[config.mk]
export PLATFORM = sky130hd
export DESIGN_NAME = iwt_core
export DESIGN_NICKNAME = d
export VERILOG_FILES = /design/src/core/iwt_pkg.sv /design/src/core/iwt_core.sv /design/src/core/iwt_sync.sv
export VERILOG_INCLUDE_DIRS = /design/src /design/src/core
export SDC_FILE = /design/constraint.sdc
export NUM_CORES = 1
export LEC_CHECK = 0
export BUFFER_PORTS_ARGS = -buffer_cell sky130_fd_sc_hd__buf_2
export CAP_MARGIN = 20
export CORE_MARGIN = 10
export CORE_UTILIZATION = 50
export DETAILED_ROUTE_END_ITERATION = 8
export PLACE_DENSITY = 0.82
export SLEW_MARGIN = 10
export SYNTH_ARGS = -nofsm -noshare
export SYNTH_HDL_FRONTEND = slang
export SYNTH_SLANG_ARGS = --single-unit
[constraint.sdc]
create_clock -name clk -period 2.9 [get_ports clk]
set_input_delay 0.58 -clock clk [delete_from_list [all_inputs] [get_ports clk]]
set_output_delay 0.58 -clock clk [all_outputs]
set_load 0.05 [all_outputs]
[src/core/iwt_defs.svh]
// Register offsets, field positions, reset values and timing counts of the word transfer block.
`ifndef IWT_DEFS_SVH
`define IWT_DEFS_SVH
`define IWT_OFS_CTRL_ONE 4'h0
`define IWT_OFS_CTRL_TWO 4'h1
`define IWT_OFS_STATUS_TWO 4'h2
`define IWT_OFS_DATA_BUF 4'h3
`define IWT_OFS_OWN_ADDR 4'h4
`define IWT_ADDR_W 4
`define IWT_BC_LSB 0
`define IWT_BC_MSB 2
`define IWT_ACK_BIT 4
`define IWT_ADDRESS_DETECT_DISABLE_BIT 3
`define IWT_PIN_BIT 4
`define IWT_TRX_BIT 6
`define IWT_MST_BIT 7
`define IWT_ST_LRB 0
`define IWT_ST_AD0 1
`define IWT_ST_AAS 2
`define IWT_ST_AL 3
`define IWT_ST_PIN 4
`define IWT_ST_BB 5
`define IWT_ST_TRX 6
`define IWT_ST_MST 7
`define IWT_ALS_BIT 0
`define IWT_CTRL_ONE_RST 8'h10
`define IWT_CTRL_TWO_RST 8'h10
`define IWT_OWN_ADDR_RST 8'h00
`define IWT_BC_EIGHT 4'h8
`define IWT_TLOW_CYCLES 8'h20
`define IWT_THIGH_CYCLES 8'h20
`define IWT_GCALL 8'h00
`define IWT_ZERO8 8'h00
`endif

[src/core/iwt_pkg.sv]
// Types shared by the word transfer block.
package iwt_pkg;
typedef enum logic [2:0] {
    IWT_IDLE = 3'b000,
    IWT_LOW = 3'b001,
    IWT_HIGH = 3'b010,
    IWT_HOLD = 3'b011,
    IWT_SLAVE = 3'b100
} iwt_state_t;
endpackage : iwt_pkg

[src/core/iwt_core.sv]
// Word-level master receive and slave handling of the serial bus interface.
`timescale 1ns/100ps
`include "iwt_defs.svh"
module iwt_core (
    input wire logic clk,
    input wire logic nrst,
    input wire logic [3:0] avs_address,
    input wire logic avs_read,
    input wire logic avs_write,
    input wire logic [31:0] avs_writedata,
    output logic [31:0] avs_readdata,
    output logic avs_waitrequest,
    input wire logic clock_pin_i,
    output logic clock_pin_o,
    output logic clock_pin_oe,
    input wire logic data_pin_i,
    output logic data_pin_o,
    output logic data_pin_oe,
    output logic serial_interrupt
);
    import iwt_pkg::*;

    logic scl_s, sda_s, scl_d1_q, sda_d1_q;
    logic [7:0] ctrl_one_q, own_addr_q, shift_q, data_buf_q, cnt_q;
    logic pin_q, mst_q, trx_q, bb_q, al_q, aas_q, ad0_q, lrb_q;
    logic [3:0] bit_q, bits_tot;
    logic ack_phase_q, addr_phase_q, addressed_q, drive_low_q, hold_q, rd_ack_q;
    iwt_state_t state_q;
    logic wr_hit, rd_hit, wr_data, rd_data, wr_ctrl_two, resume;
    logic scl_rise, scl_fall, start_det, stop_det, word_done, end_of_unit;

    iwt_sync u_scl_sync (.clk(clk), .nrst(nrst), .din(clock_pin_i), .dout(scl_s));
    iwt_sync u_sda_sync (.clk(clk), .nrst(nrst), .din(data_pin_i), .dout(sda_s));

    function automatic logic [3:0] word_len(input logic [2:0] bc);
        word_len = (bc == 3'b000) ? `IWT_BC_EIGHT : {1'b0, bc};
    endfunction : word_len

    // Slave read answers in one wait cycle so read data always comes from a register.
    assign wr_hit = avs_write && !avs_waitrequest;
    assign rd_hit = avs_read && !avs_waitrequest;
    assign avs_waitrequest = avs_read && !rd_ack_q;
    assign wr_data = wr_hit && (avs_address == `IWT_OFS_DATA_BUF);
    assign rd_data = rd_hit && (avs_address == `IWT_OFS_DATA_BUF);
    assign wr_ctrl_two = wr_hit && (avs_address == `IWT_OFS_CTRL_TWO);
    assign resume = wr_data || (wr_ctrl_two && avs_writedata[`IWT_PIN_BIT]);

    always_ff @(posedge clk or negedge nrst) begin
        if (!nrst) begin
            rd_ack_q <= 1'b0;
        end else begin
            rd_ack_q <= avs_read && !rd_ack_q;
        end
    end

    always_ff @(posedge clk or negedge nrst) begin
        if (!nrst) begin
            avs_readdata <= 32'h0000_0000;
        end else if (avs_read && !rd_ack_q) begin
            if (avs_address == `IWT_OFS_CTRL_ONE) begin
                avs_readdata <= {24'h00_0000, ctrl_one_q};
            end else if (avs_address == `IWT_OFS_STATUS_TWO) begin
                avs_readdata <= {24'h00_0000, mst_q, trx_q, bb_q, pin_q, al_q, aas_q, ad0_q, lrb_q};
            end else if (avs_address == `IWT_OFS_DATA_BUF) begin
                avs_readdata <= {24'h00_0000, data_buf_q};
            end else if (avs_address == `IWT_OFS_OWN_ADDR) begin
                avs_readdata <= {24'h00_0000, own_addr_q};
            end else begin
                avs_readdata <= 32'h0000_0000;
            end
        end
    end

    always_ff @(posedge clk or negedge nrst) begin
        if (!nrst) begin
            ctrl_one_q <= `IWT_CTRL_ONE_RST;
            own_addr_q <= `IWT_OWN_ADDR_RST;
        end else if (wr_hit && avs_address == `IWT_OFS_CTRL_ONE) begin
            ctrl_one_q <= avs_writedata[7:0];
        end else if (wr_hit && avs_address == `IWT_OFS_OWN_ADDR) begin
            own_addr_q <= avs_writedata[7:0];
        end
    end

    assign bits_tot = word_len(ctrl_one_q[`IWT_BC_MSB:`IWT_BC_LSB]);
    assign scl_rise = scl_s && !scl_d1_q;
    assign scl_fall = !scl_s && scl_d1_q;
    assign start_det = scl_s && scl_d1_q && sda_d1_q && !sda_s;
    assign stop_det = scl_s && scl_d1_q && !sda_d1_q && sda_s;
    // A unit ends on the falling edge after the ack bit, or after the last data bit when no ack clock.
    assign word_done = scl_fall && (ack_phase_q || (bit_q == bits_tot && !ctrl_one_q[`IWT_ACK_BIT]));
    assign end_of_unit = word_done && (mst_q || addressed_q || al_q);

    // Address recognition is combinational so that the ack can be driven on the very falling edge
    // that ends the eighth bit; registered flags would only be seen one bit time too late.
    logic addr_hit;
    assign addr_hit = addr_phase_q && !mst_q && !ctrl_one_q[`IWT_ADDRESS_DETECT_DISABLE_BIT] && !own_addr_q[`IWT_ALS_BIT] &&
        (shift_q == `IWT_GCALL || shift_q[7:1] == own_addr_q[7:1]);

    always_ff @(posedge clk or negedge nrst) begin
        if (!nrst) begin
            scl_d1_q <= 1'b1;
            sda_d1_q <= 1'b1;
        end else begin
            scl_d1_q <= scl_s;
            sda_d1_q <= sda_s;
        end
    end

    always_ff @(posedge clk or negedge nrst) begin
        if (!nrst) begin
            lrb_q <= 1'b0;
        end else if (scl_rise) begin
            lrb_q <= sda_s;
        end
    end

    // Bit counting, shifting and slave address recognition.
    always_ff @(posedge clk or negedge nrst) begin
        if (!nrst) begin
            bit_q <= 4'h0;
            shift_q <= `IWT_ZERO8;
            ack_phase_q <= 1'b0;
            addr_phase_q <= 1'b0;
            addressed_q <= 1'b0;
            aas_q <= 1'b0;
            ad0_q <= 1'b0;
        end else begin
            if (start_det || stop_det) begin
                bit_q <= 4'h0;
                ack_phase_q <= 1'b0;
                addr_phase_q <= start_det;
                addressed_q <= 1'b0;
                ad0_q <= 1'b0;
            end else if (scl_rise && !ack_phase_q) begin
                shift_q <= {shift_q[6:0], sda_s};
                bit_q <= bit_q + 4'h1;
            end else if (scl_fall && bit_q == bits_tot && !ack_phase_q && ctrl_one_q[`IWT_ACK_BIT]) begin
                ack_phase_q <= 1'b1;
                if (addr_hit) begin
                    if (shift_q == `IWT_GCALL) begin
                        aas_q <= 1'b1;
                        ad0_q <= 1'b1;
                        addressed_q <= 1'b1;
                    end else if (shift_q[7:1] == own_addr_q[7:1]) begin
                        aas_q <= 1'b1;
                        addressed_q <= 1'b1;
                    end
                end
            end else if (word_done) begin
                bit_q <= 4'h0;
                ack_phase_q <= 1'b0;
                addr_phase_q <= 1'b0;
            end
            if (wr_data || rd_data) begin
                aas_q <= 1'b0;
            end
        end
    end

    // Direction, mode and arbitration flags.
    always_ff @(posedge clk or negedge nrst) begin
        if (!nrst) begin
            mst_q <= 1'b0;
            trx_q <= 1'b0;
            bb_q <= 1'b0;
            al_q <= 1'b0;
        end else begin
            if (start_det) begin
                bb_q <= 1'b1;
            end else if (stop_det) begin
                bb_q <= 1'b0;
            end
            if (mst_q && trx_q && scl_rise && !drive_low_q && !sda_s && !ack_phase_q) begin
                al_q <= 1'b1;
                mst_q <= 1'b0;
            end else if (wr_data || rd_data || wr_ctrl_two) begin
                al_q <= 1'b0;
            end
            if (wr_ctrl_two) begin
                mst_q <= avs_writedata[`IWT_MST_BIT];
                trx_q <= avs_writedata[`IWT_TRX_BIT];
            end else if (scl_fall && bit_q == bits_tot && !ack_phase_q && addr_phase_q && !mst_q) begin
                trx_q <= shift_q[0];
            end
        end
    end

    // Received data hold; after an address with R/W low it holds that address byte, after a read address its old value.
    always_ff @(posedge clk or negedge nrst) begin
        if (!nrst) begin
            data_buf_q <= `IWT_ZERO8;
        end else if (wr_data) begin
            data_buf_q <= avs_writedata[7:0];
        end else if (word_done && !trx_q) begin
            data_buf_q <= shift_q;
        end
    end

    // Pending flag: the end-of-unit event wins over a software set in the same cycle.
    always_ff @(posedge clk or negedge nrst) begin
        if (!nrst) begin
            pin_q <= 1'b1;
        end else if (end_of_unit) begin
            pin_q <= 1'b0;
        end else if (resume) begin
            pin_q <= 1'b1;
        end
    end

    assign serial_interrupt = !pin_q;

    // Clock generation for the master and clock stretching for every mode.
    always_ff @(posedge clk or negedge nrst) begin
        if (!nrst) begin
            state_q <= IWT_IDLE;
            cnt_q <= `IWT_ZERO8;
            hold_q <= 1'b0;
        end else begin
            case (state_q)
                IWT_IDLE: begin
                    hold_q <= 1'b0;
                    cnt_q <= `IWT_ZERO8;
                    if (end_of_unit) begin
                        state_q <= IWT_HOLD;
                        hold_q <= 1'b1;
                    end else if (mst_q && bb_q && pin_q) begin
                        state_q <= IWT_LOW;
                    end
                end
                IWT_HOLD: begin
                    // The low-period count starts only once software resumes.
                    cnt_q <= `IWT_ZERO8;
                    if (pin_q) begin
                        state_q <= IWT_LOW;
                    end
                end
                IWT_LOW: begin
                    hold_q <= 1'b1;
                    if (!pin_q) begin
                        // A unit ends on our own falling edge, so it is seen here while we drive low.
                        // Stay low and wait for software instead of running on into the next word.
                        cnt_q <= `IWT_ZERO8;
                        state_q <= IWT_HOLD;
                    end else if (cnt_q == `IWT_TLOW_CYCLES) begin
                        cnt_q <= `IWT_ZERO8;
                        hold_q <= 1'b0;
                        state_q <= mst_q ? IWT_HIGH : IWT_SLAVE;
                    end else begin
                        cnt_q <= cnt_q + 8'h01;
                    end
                end
                IWT_HIGH: begin
                    hold_q <= 1'b0;
                    if (end_of_unit) begin
                        state_q <= IWT_HOLD;
                        hold_q <= 1'b1;
                    end else if (!mst_q) begin
                        state_q <= IWT_SLAVE;
                    end else if (!scl_s) begin
                        cnt_q <= `IWT_ZERO8;
                    end else if (cnt_q == `IWT_THIGH_CYCLES) begin
                        cnt_q <= `IWT_ZERO8;
                        state_q <= IWT_LOW;
                    end else begin
                        cnt_q <= cnt_q + 8'h01;
                    end
                end
                IWT_SLAVE: begin
                    hold_q <= 1'b0;
                    if (end_of_unit) begin
                        state_q <= IWT_HOLD;
                        hold_q <= 1'b1;
                    end else if (!bb_q) begin
                        state_q <= IWT_IDLE;
                    end
                end
                default: begin
                    state_q <= IWT_IDLE;
                end
            endcase
        end
    end

    // Data drive: ack low as receiver, released on the no-ack bit, shift out as transmitter.
    always_ff @(posedge clk or negedge nrst) begin
        if (!nrst) begin
            drive_low_q <= 1'b0;
        end else if (scl_fall) begin
            if (bit_q == bits_tot && !ack_phase_q && ctrl_one_q[`IWT_ACK_BIT]) begin
                if (addr_phase_q && !mst_q) begin
                    drive_low_q <= addr_hit;
                end else begin
                    drive_low_q <= !trx_q && (mst_q || addressed_q);
                end
            end else if (trx_q && !ack_phase_q && bit_q < bits_tot) begin
                drive_low_q <= !data_buf_q[3'(bits_tot - bit_q - 4'h1)];
            end else begin
                drive_low_q <= 1'b0;
            end
        end else if (wr_data && trx_q && !mst_q) begin
            // The first bit of a slave-sent word must stand before the held clock is released.
            drive_low_q <= !avs_writedata[3'(bits_tot - 4'h1)];
        end else if (start_det || stop_det) begin
            drive_low_q <= 1'b0;
        end
    end

    assign clock_pin_o = 1'b0;
    assign clock_pin_oe = hold_q || (state_q == IWT_LOW);
    assign data_pin_o = 1'b0;
    assign data_pin_oe = drive_low_q;
endmodule : iwt_core

[src/core/iwt_sync.sv]
// Two-flop synchroniser for the bus pin levels.
`timescale 1ns/100ps
module iwt_sync (
    input wire logic clk,
    input wire logic nrst,
    input wire logic din,
    output logic dout
);
    logic meta_q;
    always_ff @(posedge clk or negedge nrst) begin
        if (!nrst) begin
            meta_q <= 1'b1;
            dout <= 1'b1;
        end else begin
            meta_q <= din;
            dout <= meta_q;
        end
    end
endmodule : iwt_sync

==> run metrics <==
Max Clock Freq=395 MHz; register-to-register setup slack=approximately 0.37 ns; CP max stage cell=dfrtp_1; RSZ-0062 raised after global routing=false; DP HPWL=7.65 mm; Row Count=33; # clock sinks=75; clk buf depth=2; placed cell count=568; gr usage total=0.159; first-pass GRT wire length=between 15 and 20 mm; Power Density=830 nW/um^2; synthesized area=4300 sq um; CP endpoint kind=flop; status=complete, no violations; largest net degree at the start of global routing=76; clock slew at reported path FFs=approximately 0.08 ns; Netlist cell types=59; DRT Pass-1 Iters=5; DR vias=between 3k and 4k; Max Cap Violations=0; hold_ws=0.237 ns; pre-CTS setup slack=roughly 0.43 ns; max-slew violations=0; leakage=2.17 nW; die footprint=12700 sq um; Via-to-Cell Ratio=5.85; I/O pin count=80; vias in the first global route=3373; final hold viol count=0; CP Buf/Inv Count=1; Top delay family on crit path=simple AND/OR/NAND/NOR gates; Skew-Pair Late Insertion Delay=about 0.36 ns; r2r endpoint=cnt_q[7]$_DFFE_PN0P_; Critical Path RT=3.20 ns; FF-to-FF Start=ctrl_one_q[1]$_DFFE_PN0P_; Syn Inst Count=446; final count of negative-setup-slack endpoints=0; Residual DRC=0; TritonCTS clock tree=done; Tcrit/Tclk final=0.872; worst-margin pin slew=0.683 ns; max incr delay on CP=0.44 ns; core region area=8300 sq um; post-CTS setup buffers=0; P&R area growth vs syn=8.61%; synth warn=0; H-tree level count=3; Post-synth top flop=dfrtp_1; Avg Inst Size Synth=9.65 sq um; worst reg2reg path depth=9; layout cells sized above 1=0.194; ANT cells=0; Post-synth EDFFs=0; register area share after synthesis=0.438; Die Y=about 110 um; routed wire length=10.2 mm; wire per inst=17.5 um; antenna violations before repair=0; ys async rst share=1.00; Overflow after GRT=0; Routed Antenna Nets=0; biggest fanout along the worst timing path=7; Worst Skew=0.0102 ns; Critical Path, Cell by Cell=inv_1, nand3_1, ha_1, nand4_1, o311ai_0, a21oi_1, nand2_2, or4_1, nand2_1; # resized after CTS=0; fin nets=527; element type at the critical path start=flop; Final TNS setup=0 ns; Die Span X=113 um; Root Buffer=clkbuf_8; Setup CP Type=reg2reg; total CTS buffers=9; Buffers on Ports=29; HP Class=in2async; Layout Cells excl Fill=just under 600; Worst VDD drop=436 uV; Tmin final=2.53 ns; final worst setup slack=0.371 ns; #FFs+latches synth=75; Filler Cell Count=722; Final GP Congestion=0.945; Starting Density=0.518; CP arrival=2.83 ns; # hold bufs at CTS=0; Rel. slew slack=0.543; Starting DRT DRC Count=262
## final cells by class
cell class,count,area (sq um),area share
multi-input cells,334,2160,0.463
flip-flops and latches,75,1890,0.404
repair buffers,36,210,0.0450
clock buffers,12,165,0.0353
well taps,105,131,0.0281
inverters,18,67.6,0.0145
clock inverters,4,47.5,0.0102
## sequential cells by signal, indices dropped and copies added, names as in the netlist, 3 cells and up
signal	cells
shift_q	8
cnt_q	8
avs_readdata	8
bit_q	4
data_buf_q	8
own_addr_q	8
state_q	3
ctrl_one_q	8
## kinds of logic (layout without fill, tap and decap cells)
kind of cell             count (synthesis)  in the layout  synth area share
other                                    1             26          0.000872
flip-flops                              75             75             0.438
AND/OR/NAND/NOR                        147            147             0.170
AO/OA/AOI/OAI                          103            103             0.154
multiplexers                            36             36             0.100
adder cells (fa/ha/maj)                 11             11            0.0337
buffers and inverters                   62             70            0.0803
XOR/XNOR                                11             11            0.0224
## routing by layer
metal  GRT usage  vias up  wire [um]
li1            -     1573          -
met1       0.189     1680       4260
met2       0.271      139       5170
met3      0.0338       25        557
met4      0.0668        0        237
met5           0        -          0
## power by group
| group | total, W | internal, W | leakage, nW | switching (W) |
|---|---|---|---|---|
| sequential | 0.00163 | 0.00130 | 0.948 | 0.000332 |
| clock | 0.000853 | 0.000465 | 0.108 | 0.000388 |
| combinational | 0.00140 | 0.000588 | 1.11 | 0.000808 |
## worst reg2reg max path, cell delays in order, from the launching register on
cell	delay, ns
dfrtp_1	0.44
inv_1	0.13
nand3_1	0.09
ha_1	0.30
nand4_1	0.22
o311ai_0	0.20
a21oi_1	0.39
nand2_2	0.19
or4_1	0.44
nand2_1	0.08
## cells in the mapped netlist, drive strengths merged (4+ instances only)
cell	number	share of area
o21a	4	0.0070
nor2b	4	0.0058
a21boi	5	0.0087
o31ai	8	0.014
nor3	5	0.0058
nor2	21	0.022
xnor2	4	0.0081
dfstp	8	0.049
clkbuf	10	0.0087
nor4	7	0.012
nand2	66	0.058
nand2b	9	0.013
mux2i	15	0.035
dfrtp	67	0.39
buf	34	0.056
mux2	17	0.044
inv	18	0.016
mux4	4	0.021
ha	10	0.029
and3	5	0.0073
o22ai	4	0.0058
a21oi	12	0.014
nand4	5	0.0073
o21ai	44	0.051
xor2	7	0.014
nand3	10	0.012
a21o	6	0.010
## worst max path at each step
stage / to / depth (start not counted) / slack [ns] / startpoint
3_3_place_gp: cnt_q[7]$_DFFE_PN0P_ / 9 / 0.51 / ctrl_one_q[1]$_DFFE_PN0P_
3_5_place_dp: cnt_q[7]$_DFFE_PN0P_ / 9 / 0.43 / ctrl_one_q[1]$_DFFE_PN0P_
4_1_cts: cnt_q[7]$_DFFE_PN0P_ / 9 / 0.41 / ctrl_one_q[1]$_DFFE_PN0P_
5_1_grt: cnt_q[7]$_DFFE_PN0P_ / 9 / 0.15 / ctrl_one_q[1]$_DFFE_PN0P_
2_1_floorplan: data_pin_oe$_DFFE_PN0P_ / 7 / 0.70 / avs_address[2]
6_report: cnt_q[7]$_DFFE_PN0P_ / 9 / 0.37 / ctrl_one_q[1]$_DFFE_PN0P_
## cell usage in the layout (no fill, tap or decap), types with 4 or more instances in the layout
cell type  Yosys  final
dfrtp_1       67     67
nand2_1       65     65
o21ai_0       42     42
buf_2          6     29
conb_1         1     26
nor2_1        19     19
inv_1         18     18
mux2_2        17     17
mux2i_1       15     15
a21oi_1       12     12
clkbuf_8       0     12
nand3_1       10     10
ha_1          10     10
nand2b_1       9      9
o31ai_1        8      8
dfstp_2        8      8
xor2_1         7      7
nor4_1         6      6
a21o_1         6      6
buf_4         28      6
and3_1         5      5
nand4_1        5      5
nor3_1         5      5
a21boi_0       5      5
nor2b_1        4      4
xnor2_1        4      4
o21a_1         4      4
o22ai_1        4      4
mux4_2         4      4
## metrics by stage
| stage | power, W | instance area (sq um) | util |
|---|---|---|---|
| 4_1_cts | 0.00387 | 4670 | 0.563 |
| 3_3_place_gp | 0.00295 | 4460 | 0.537 |
| 5_1_grt | 0.00410 | 4670 | 0.563 |
| 3_5_place_dp | 0.00302 | 4460 | 0.537 |
| 6_report | 0.00388 | 4670 | 0.563 |
| 2_1_floorplan | 0.00268 | 4400 | - |
Power figures use the tool's default switching activity.
